## src/common/lesr_pkg.sv

```systemverilog
// shared constants and carrier types for the led engine status and output registers
package lesr_pkg;
  // ********************************************************
  // register offsets
  // ********************************************************
  localparam logic [7:0] LESR_ADDR_STATUS = 8'h3a;
  localparam logic [7:0] LESR_ADDR_OUTCTL = 8'h3b;
  localparam logic [7:0] LESR_ADDR_VAR = 8'h3c;
  localparam logic [7:0] LESR_ADDR_SRST = 8'h3d;

  // ********************************************************
  // field positions
  // ********************************************************
  localparam int LESR_BIT_ENG1 = 2;
  localparam int LESR_BIT_ENG2 = 1;
  localparam int LESR_BIT_ENG3 = 0;
  localparam int LESR_BIT_EXTCLK = 3;
  localparam int LESR_BIT_PINSEL = 2;
  localparam int LESR_BIT_GPO = 1;
  localparam int LESR_BIT_PINLVL = 0;
  localparam int LESR_NUM_ENG = 3;

  // ********************************************************
  // reset values and fixed patterns
  // ********************************************************
  localparam logic [2:0] LESR_FLAGS_RST = 3'h0;
  localparam logic [2:0] LESR_OUTCTL_RST = 3'h0;
  localparam logic [7:0] LESR_VAR_RST = 8'h00;
  localparam logic [7:0] LESR_SRST_KEY = 8'hff;
  localparam logic [7:0] LESR_SRST_READ = 8'h03;

  // ********************************************************
  // timing
  // ********************************************************
  localparam int LESR_CLK_PERIOD_PS = 8000;
  localparam int LESR_CLK_DET_WINDOW_NS = 1000;
  localparam int LESR_CLK_DET_CYCLES =
    (LESR_CLK_DET_WINDOW_NS * 1000 + LESR_CLK_PERIOD_PS - 1) / LESR_CLK_PERIOD_PS;

  // ********************************************************
  // carrier types
  // ********************************************************
  typedef struct packed
  {
    logic rd;
    logic wr;
    logic [7:0] addr;
    logic [7:0] wdata;
  } lesr_req_s;

  typedef struct packed
  {
    logic out;
    logic oe;
  } lesr_pin_s;
endpackage

```

## src/design/lesr_clk_detect.sv

```systemverilog
// activity detector for the external clock pin
`timescale 1ns/1ps
`default_nettype none
module lesr_clk_detect
  import lesr_pkg::*;
#(
  parameter int TIMEOUT = LESR_CLK_DET_CYCLES
)
(
  input wire logic clk_sys,
  input wire logic rst_n,
  input wire logic clk_en,
  input wire logic sw_clear,
  input wire logic detect_en,
  input wire logic ext_clk_pin,
  output logic clock_seen
);
  localparam int CW = $clog2(TIMEOUT + 1);
  localparam logic [CW-1:0] CNT_LOAD = CW'(TIMEOUT);

  logic sync1_q;
  logic sync2_q;
  logic prev_q;
  logic [CW-1:0] cnt_q;
  logic seen_q;
  logic clr;
  logic edge_seen;

  assign clr = !rst_n || sw_clear;
  assign edge_seen = sync2_q ^ prev_q;
  assign clock_seen = seen_q;

  // two-stage synchroniser, then edge history
  always_ff @(posedge clk_sys)
  begin
    if (!rst_n)
    begin
      sync1_q <= 1'b0;
      sync2_q <= 1'b0;
      prev_q <= 1'b0;
    end
    else if (clk_en)
    begin
      sync1_q <= ext_clk_pin;
      sync2_q <= sync1_q;
      prev_q <= sync2_q;
    end
  end

  // flag only moves while detection is enabled, or when reset or sw_clear clears it
  always_ff @(posedge clk_sys)
  begin
    if (clr)
    begin
      cnt_q <= '0;
      seen_q <= 1'b0;
    end
    else if (clk_en && detect_en)
    begin
      if (edge_seen)
      begin
        cnt_q <= CNT_LOAD;
        seen_q <= 1'b1;
      end
      else if (cnt_q != '0)
        cnt_q <= cnt_q - 1'b1;
      else
        seen_q <= 1'b0;
    end
  end
endmodule
`default_nettype wire

```

## src/design/lesr_regs.sv

```systemverilog
// status flags, output pin control, program variable and soft reset registers
`timescale 1ns/1ps
`default_nettype none
module lesr_regs
  import lesr_pkg::*;
#(
  parameter int CLK_DET_CYCLES = LESR_CLK_DET_CYCLES
)
(
  input wire logic clk_sys,
  input wire logic rst_n,
  input wire logic clk_en,
  input wire lesr_req_s reg_req,
  output logic [7:0] reg_rdata,
  input wire logic [LESR_NUM_ENG-1:0] engine_irq_evt,
  input wire logic clock_detect_enable,
  input wire logic ext_clk_pin,
  output logic general_output_pin,
  output lesr_pin_s irq_pin,
  output logic [7:0] program_variable,
  output logic soft_reset_pulse
);
  // ********************************************************
  // declarations
  // ********************************************************
  logic [LESR_NUM_ENG-1:0] flags_q;
  logic [LESR_NUM_ENG-1:0] flags_d;
  logic [2:0] outctl_q;
  logic [7:0] var_q;
  logic srst_q;
  logic [7:0] rdata_q;
  logic [7:0] rdata_d;
  logic local_rst;
  logic rd_fire;
  logic wr_fire;
  logic sel_status;
  logic sel_outctl;
  logic sel_var;
  logic sel_srst;
  logic status_rd;
  logic srst_hit;
  logic external_clock_seen;
  logic engine_one_irq_flag;
  logic engine_two_irq_flag;
  logic engine_three_irq_flag;
  logic irq_pin_function_sel;
  logic general_output_level;
  logic irq_pin_output_level;
  logic [7:0] status_word;
  logic [7:0] outctl_word;
  logic irq_drive_level;
  logic irq_drive_en;

  // ********************************************************
  // decode
  // ********************************************************
  assign local_rst = !rst_n || srst_q;
  assign rd_fire = clk_en && reg_req.rd;
  assign wr_fire = clk_en && reg_req.wr;
  assign sel_status = reg_req.addr == LESR_ADDR_STATUS;
  assign sel_outctl = reg_req.addr == LESR_ADDR_OUTCTL;
  assign sel_var = reg_req.addr == LESR_ADDR_VAR;
  assign sel_srst = reg_req.addr == LESR_ADDR_SRST;
  assign status_rd = rd_fire && sel_status;
  assign srst_hit = wr_fire && sel_srst && (reg_req.wdata == LESR_SRST_KEY);

  assign engine_one_irq_flag = flags_q[LESR_BIT_ENG1];
  assign engine_two_irq_flag = flags_q[LESR_BIT_ENG2];
  assign engine_three_irq_flag = flags_q[LESR_BIT_ENG3];
  assign irq_pin_function_sel = outctl_q[LESR_BIT_PINSEL];
  assign general_output_level = outctl_q[LESR_BIT_GPO];
  assign irq_pin_output_level = outctl_q[LESR_BIT_PINLVL];

  // ********************************************************
  // external clock detection
  // ********************************************************
  lesr_clk_detect #(
    .TIMEOUT(CLK_DET_CYCLES)
  ) u_clk_detect (
    .clk_sys(clk_sys),
    .rst_n(rst_n),
    .clk_en(clk_en),
    .sw_clear(srst_q),
    .detect_en(clock_detect_enable),
    .ext_clk_pin(ext_clk_pin),
    .clock_seen(external_clock_seen)
  );

  // ********************************************************
  // engine flags
  // ********************************************************
  // a set arriving with the clearing read survives it
  genvar gi;
  generate
    for (gi = 0; gi < LESR_NUM_ENG; gi++)
    begin : g_flag
      assign flags_d[gi] = engine_irq_evt[gi] || (flags_q[gi] && !status_rd);
    end
  endgenerate

  always_ff @(posedge clk_sys)
  begin
    if (local_rst)
      flags_q <= LESR_FLAGS_RST;
    else if (clk_en)
      flags_q <= flags_d;
  end

  // ********************************************************
  // writable registers
  // ********************************************************
  always_ff @(posedge clk_sys)
  begin
    if (local_rst)
    begin
      outctl_q <= LESR_OUTCTL_RST;
      var_q <= LESR_VAR_RST;
    end
    else if (wr_fire)
    begin
      if (sel_outctl)
        outctl_q <= reg_req.wdata[2:0];
      if (sel_var)
        var_q <= reg_req.wdata;
    end
  end

  // soft reset pulse; held one cycle, then clears the bank
  always_ff @(posedge clk_sys)
  begin
    if (!rst_n)
      srst_q <= 1'b0;
    else if (clk_en)
      srst_q <= srst_hit;
  end

  // ********************************************************
  // read path
  // ********************************************************
  assign status_word = {4'h0, external_clock_seen, engine_one_irq_flag, engine_two_irq_flag,
                        engine_three_irq_flag};
  assign outctl_word = {5'h00, outctl_q};
  assign rdata_d = sel_status ? status_word :
                   sel_outctl ? outctl_word :
                   sel_var ? var_q :
                   sel_srst ? LESR_SRST_READ :
                   8'h00;

  always_ff @(posedge clk_sys)
  begin
    if (local_rst)
      rdata_q <= 8'h00;
    else if (rd_fire)
      rdata_q <= rdata_d;
  end

  // ********************************************************
  // outputs
  // ********************************************************
  assign reg_rdata = rdata_q;
  assign program_variable = var_q;
  assign soft_reset_pulse = srst_q;
  assign general_output_pin = general_output_level;
  // interrupt role: only ever pulls low; output role: push-pull at the chosen level
  assign irq_drive_level = irq_pin_function_sel ? irq_pin_output_level : 1'b0;
  assign irq_drive_en = irq_pin_function_sel ? 1'b1 : (|flags_q);
  assign irq_pin = '{out: irq_drive_level, oe: irq_drive_en};
endmodule
`default_nettype wire

```

## config.mk

```make
export PLATFORM = sky130hd
export DESIGN_NAME = lesr_regs
export DESIGN_NICKNAME = d
export VERILOG_FILES = /design/src/common/lesr_pkg.sv /design/src/design/lesr_clk_detect.sv /design/src/design/lesr_regs.sv
export SDC_FILE = /design/constraint.sdc
export NUM_CORES = 1
export LEC_CHECK = 0
export ABC_CLOCK_PERIOD_IN_PS = 2100
export BUFFER_PORTS_ARGS = -buffer_cell sky130_fd_sc_hd__clkbuf_2
export CORE_UTILIZATION = 51
export CTS_CLUSTER_SIZE = 16
export DETAILED_ROUTE_END_ITERATION = 6
export GPL_TIMING_DRIVEN = 0
export MAX_ROUTING_LAYER = met4
export PLACE_DENSITY = 0.75
export SETUP_SLACK_MARGIN = 0.15
export SYNTH_ARGS = -nofsm -noshare
export SYNTH_HDL_FRONTEND = slang
export SYNTH_HIERARCHICAL = 1
export SYNTH_SLANG_ARGS = --single-unit
```

## constraint.sdc

```tcl
create_clock -name clk_sys -period 2.1 [get_ports clk_sys]
set_input_delay 0.105 -clock clk_sys [delete_from_list [all_inputs] [get_ports clk_sys]]
set_output_delay 0.105 -clock clk_sys [all_outputs]
set_load 0.01 [all_outputs]
```

==> flow_metrics.env <==
export IMPL_outcome="finished, final reports clean"
export IMPL_slew_viol_final=0
export IMPL_rsz0062_at_grt="false"
export IMPL_routed_via_density=5.455
export IMPL_clkTransAtPathRegs_ns=0.10
export IMPL_synth_main_ff_cell="dfxtp_1"
export IMPL_syn_avg_cell_area_um2=9.033
export IMPL_fin_skew_ns=0.006978
export IMPL_clock_path_buffers=2
export IMPL_numCtsBuffers=5
export IMPL_synth_warnings=6
export IMPL_grt_pass1_vias=1371
export IMPL_tns_ns=0
export IMPL_hold_viol=0
export IMPL_drtPass1Iterations=5
export IMPL_yosys_area_top_type="dfxtp_1"
export IMPL_num_vias=1522
export IMPL_route_detailed_drc=0
export IMPL_routed_wl_um=3740
export IMPL_cts_resized=0
export IMPL_clock_latency_ns=0.34
export IMPL_synth_mux_area_share_pct=8.524
export IMPL_synthArstFlopShare_pct=0
export IMPL_post_cts_buffers=0
export IMPL_synth_top_cells_by_area="dfxtp_1 (41%), mux2i_1 (8.5%), nor2_1 (5.3%)"
export IMPL_gr_usage_met3_pct=6.593
export IMPL_ios=46
export IMPL_layout_worst_path_cycle_share_pct=86.26
export IMPL_fillCellCount=297
export IMPL_avgRoutedWirePerCell_um=13.41
export IMPL_cts_tree="built"
export IMPL_fin_area_mm2=0.001984
export IMPL_die_h_um=58.78
export IMPL_grt_overflow_total=0
export IMPL_drv_cap=0
export IMPL_netlist_area_mm2=0.001644
export IMPL_synth_compound_area_share_pct=13.09
export IMPL_rows=20
export IMPL_start_kind="flip-flop"
export IMPL_synth_xor_area_share_pct=2.664
export IMPL_synth_top_family_by_area="simple AND/OR/NAND/NOR gates"
export IMPL_dp_hpwl_um=2834
export IMPL_antenna_found_initial=0
export IMPL_slew_headroom_pct=51.11
export IMPL_clock_sinks=34
export IMPL_dpl_cell_area_mm2=0.001924
export IMPL_drive_gt1_share_pct=26.81
export IMPL_max_freq_mhz=552.1
export IMPL_grt_usage_pct=24.58
export IMPL_drtIter0Drc=66
export IMPL_ys_ff_latch=34
export IMPL_critPathCaptureType="flip-flop"
export IMPL_use_met1_pct=30.41
export IMPL_hold_class="in -> reg"
export IMPL_postSynthNetCount=210
export IMPL_crit_required_ns=2.32
export IMPL_total_leakage_power_nw=0.7799
export IMPL_ys_seq_area_share_pct=41.40
export IMPL_synthCells=182
export IMPL_power_density_mw_per_mm2=815.6
export IMPL_place_gp_congestion=0.8353
export IMPL_ys_types=41
export IMPL_holdBufCountCts=0
export IMPL_n_antenna_cell=0
export IMPL_initial_core_util_pct=53.85
export IMPL_die_area_mm2=0.003455
export IMPL_top_usage_layer="met2"
export IMPL_path_class="reg -> reg"
export IMPL_htree_levels=2
export IMPL_cts_root_buf="clkbuf_4"
export IMPL_worst_pin_slew_ns=0.7280
export IMPL_synth_top_area_share_pct=41.40
export IMPL_finalCriticalPeriod_ns=1.811
export IMPL_ant_nets=0
export IMPL_numPortBuffers=45
export IMPL_grt_use_met2_pct=38.31
export IMPL_fin_nets=262
export IMPL_worstPathArrival_ns=2.04
export IMPL_ir_drop_uv=586.8
export IMPL_syn2layout_area_growth_pct=20.70
export IMPL_post_place_ws_ns=0.3266
export IMPL_grt_pass1_wl_um=6113
export IMPL_synth_edff_count=0
export IMPL_synthAdderAreaFrac_pct=1.522
export IMPL_setup_slack_ns=0.2886
export IMPL_core_area_mm2=0.003053
export IMPL_yosys_area_share_simple_pct=28.08
export IMPL_die_x_um=58.78
export IMPL_setup_violations_final=0
export IMPL_grt_max_degree=11
export IMPL_path_max_fanout=7
worst paths after layout:
kind                    startpoint               endpoint  slack [ns]  cells after the start
max          u_clk_detect/cnt_q[0]  u_clk_detect/cnt_q[5]        0.29                      6
min                     reg_req[3]    program_variable[3]        0.02                      3
max reg2reg  u_clk_detect/cnt_q[0]  u_clk_detect/cnt_q[5]        0.29                      6
min reg2reg           reg_rdata[7]           reg_rdata[7]        0.46                      2
power by group:
group | internal, W | total [W] | switching [W] | leakage, nW
clock network | 0.000162 | 0.000377 | 0.000215 | 0.0353
logic | 0.000211 | 0.000467 | 0.000256 | 0.469
registers | 0.000702 | 0.000774 | 0.0000726 | 0.276
total | 0.00108 | 0.00162 | 0.000543 | 0.780
placed cells by master, fill, tap and decap left out, drive strengths merged, types with 2 or more instances in the layout:
master / count
a21oi: 14
nor2b: 4
nand2: 12
mux2i: 14
a22oi: 3
nand2b: 5
nand3: 7
o21ai: 2
dfxtp: 34
xnor2: 4
nor4: 5
or3: 2
nand4: 4
nor2: 23
and2: 2
ha: 2
o22ai: 3
or4: 2
o2111ai: 2
nor3: 4
buf: 3
a211oi: 3
clkbuf: 57
nor3b: 3
inv: 8
a222oi: 2
cell usage after synthesis, types with 3 or more instances:
master / n
xnor2_1: 4
a22oi_1: 3
mux2i_1: 14
nand2b_1: 5
a21oi_1: 14
nor2_1: 23
nand4_1: 4
a211oi_1: 3
nor2b_1: 4
o22ai_1: 3
clkbuf_1: 4
inv_1: 8
nand2_1: 12
nor3_1: 4
nand3_1: 7
dfxtp_1: 34
per-stage QoR:
stage	std cells	power (W)	hold WS [ns]	utilization, %
after floorplan	182	0.001131	0.2332	-
after global placement	271	0.001234	0.3572	63.03
after detailed placement	271	0.001245	0.3648	63.03
after CTS	279	0.001624	0.003819	65.00
after global routing	279	0.001714	0.009859	65.00
final	279	0.001619	0.02046	65.00
state kept, by name (all words and copies together) (netlist names):
signal / cells
u_clk_detect/clock_seen: 1
flags_q: 3
outctl_q: 3
u_clk_detect/sync2_q: 1
program_variable: 8
soft_reset_pulse: 1
u_clk_detect/cnt_q: 7
u_clk_detect/prev_q: 1
reg_rdata: 8
u_clk_detect/sync1_q: 1
critical path, cell delays in order, from the launching register on:
cell       delay, ns
dfxtp_1         0.40
inv_1           0.10
ha_1            0.21
nor2b_1         0.20
a2111oi_1       0.51
and4_1          0.24
nor3_1          0.04
logic make-up (layout without fill, tap and decap cells):
logic type               count (synthesis)  in the layout
buffers and inverters                   16             69
flip-flops                              34             34
XOR/XNOR                                 5              5
AO/OA/AOI/OAI                           33             33
AND/OR/NAND/NOR                         78             78
multiplexers                            14             14
adder cells (fa/ha/maj)                  2              2
layer usage:
metal / share of wire (%) / up-vias
met1: 47 / 704
li1: - / 760
met4: 1.4 / 0
met2: 46 / 50
met5: 0 / -
met3: 6.0 / 8
final cells by class:
cell class	count	area (um^2)	share of cell area, %
multi-input combinational	132	885.9	44.64
sequential	34	680.7	34.30
timing repair buffer	45	225.2	11.35
clock buffer	7	55.05	2.774
tap	44	55.05	2.774
buffer	8	47.55	2.396
inverter	8	30.03	1.513
clock inverter	1	5.005	0.2522
(Power assumes the default switching activity.)
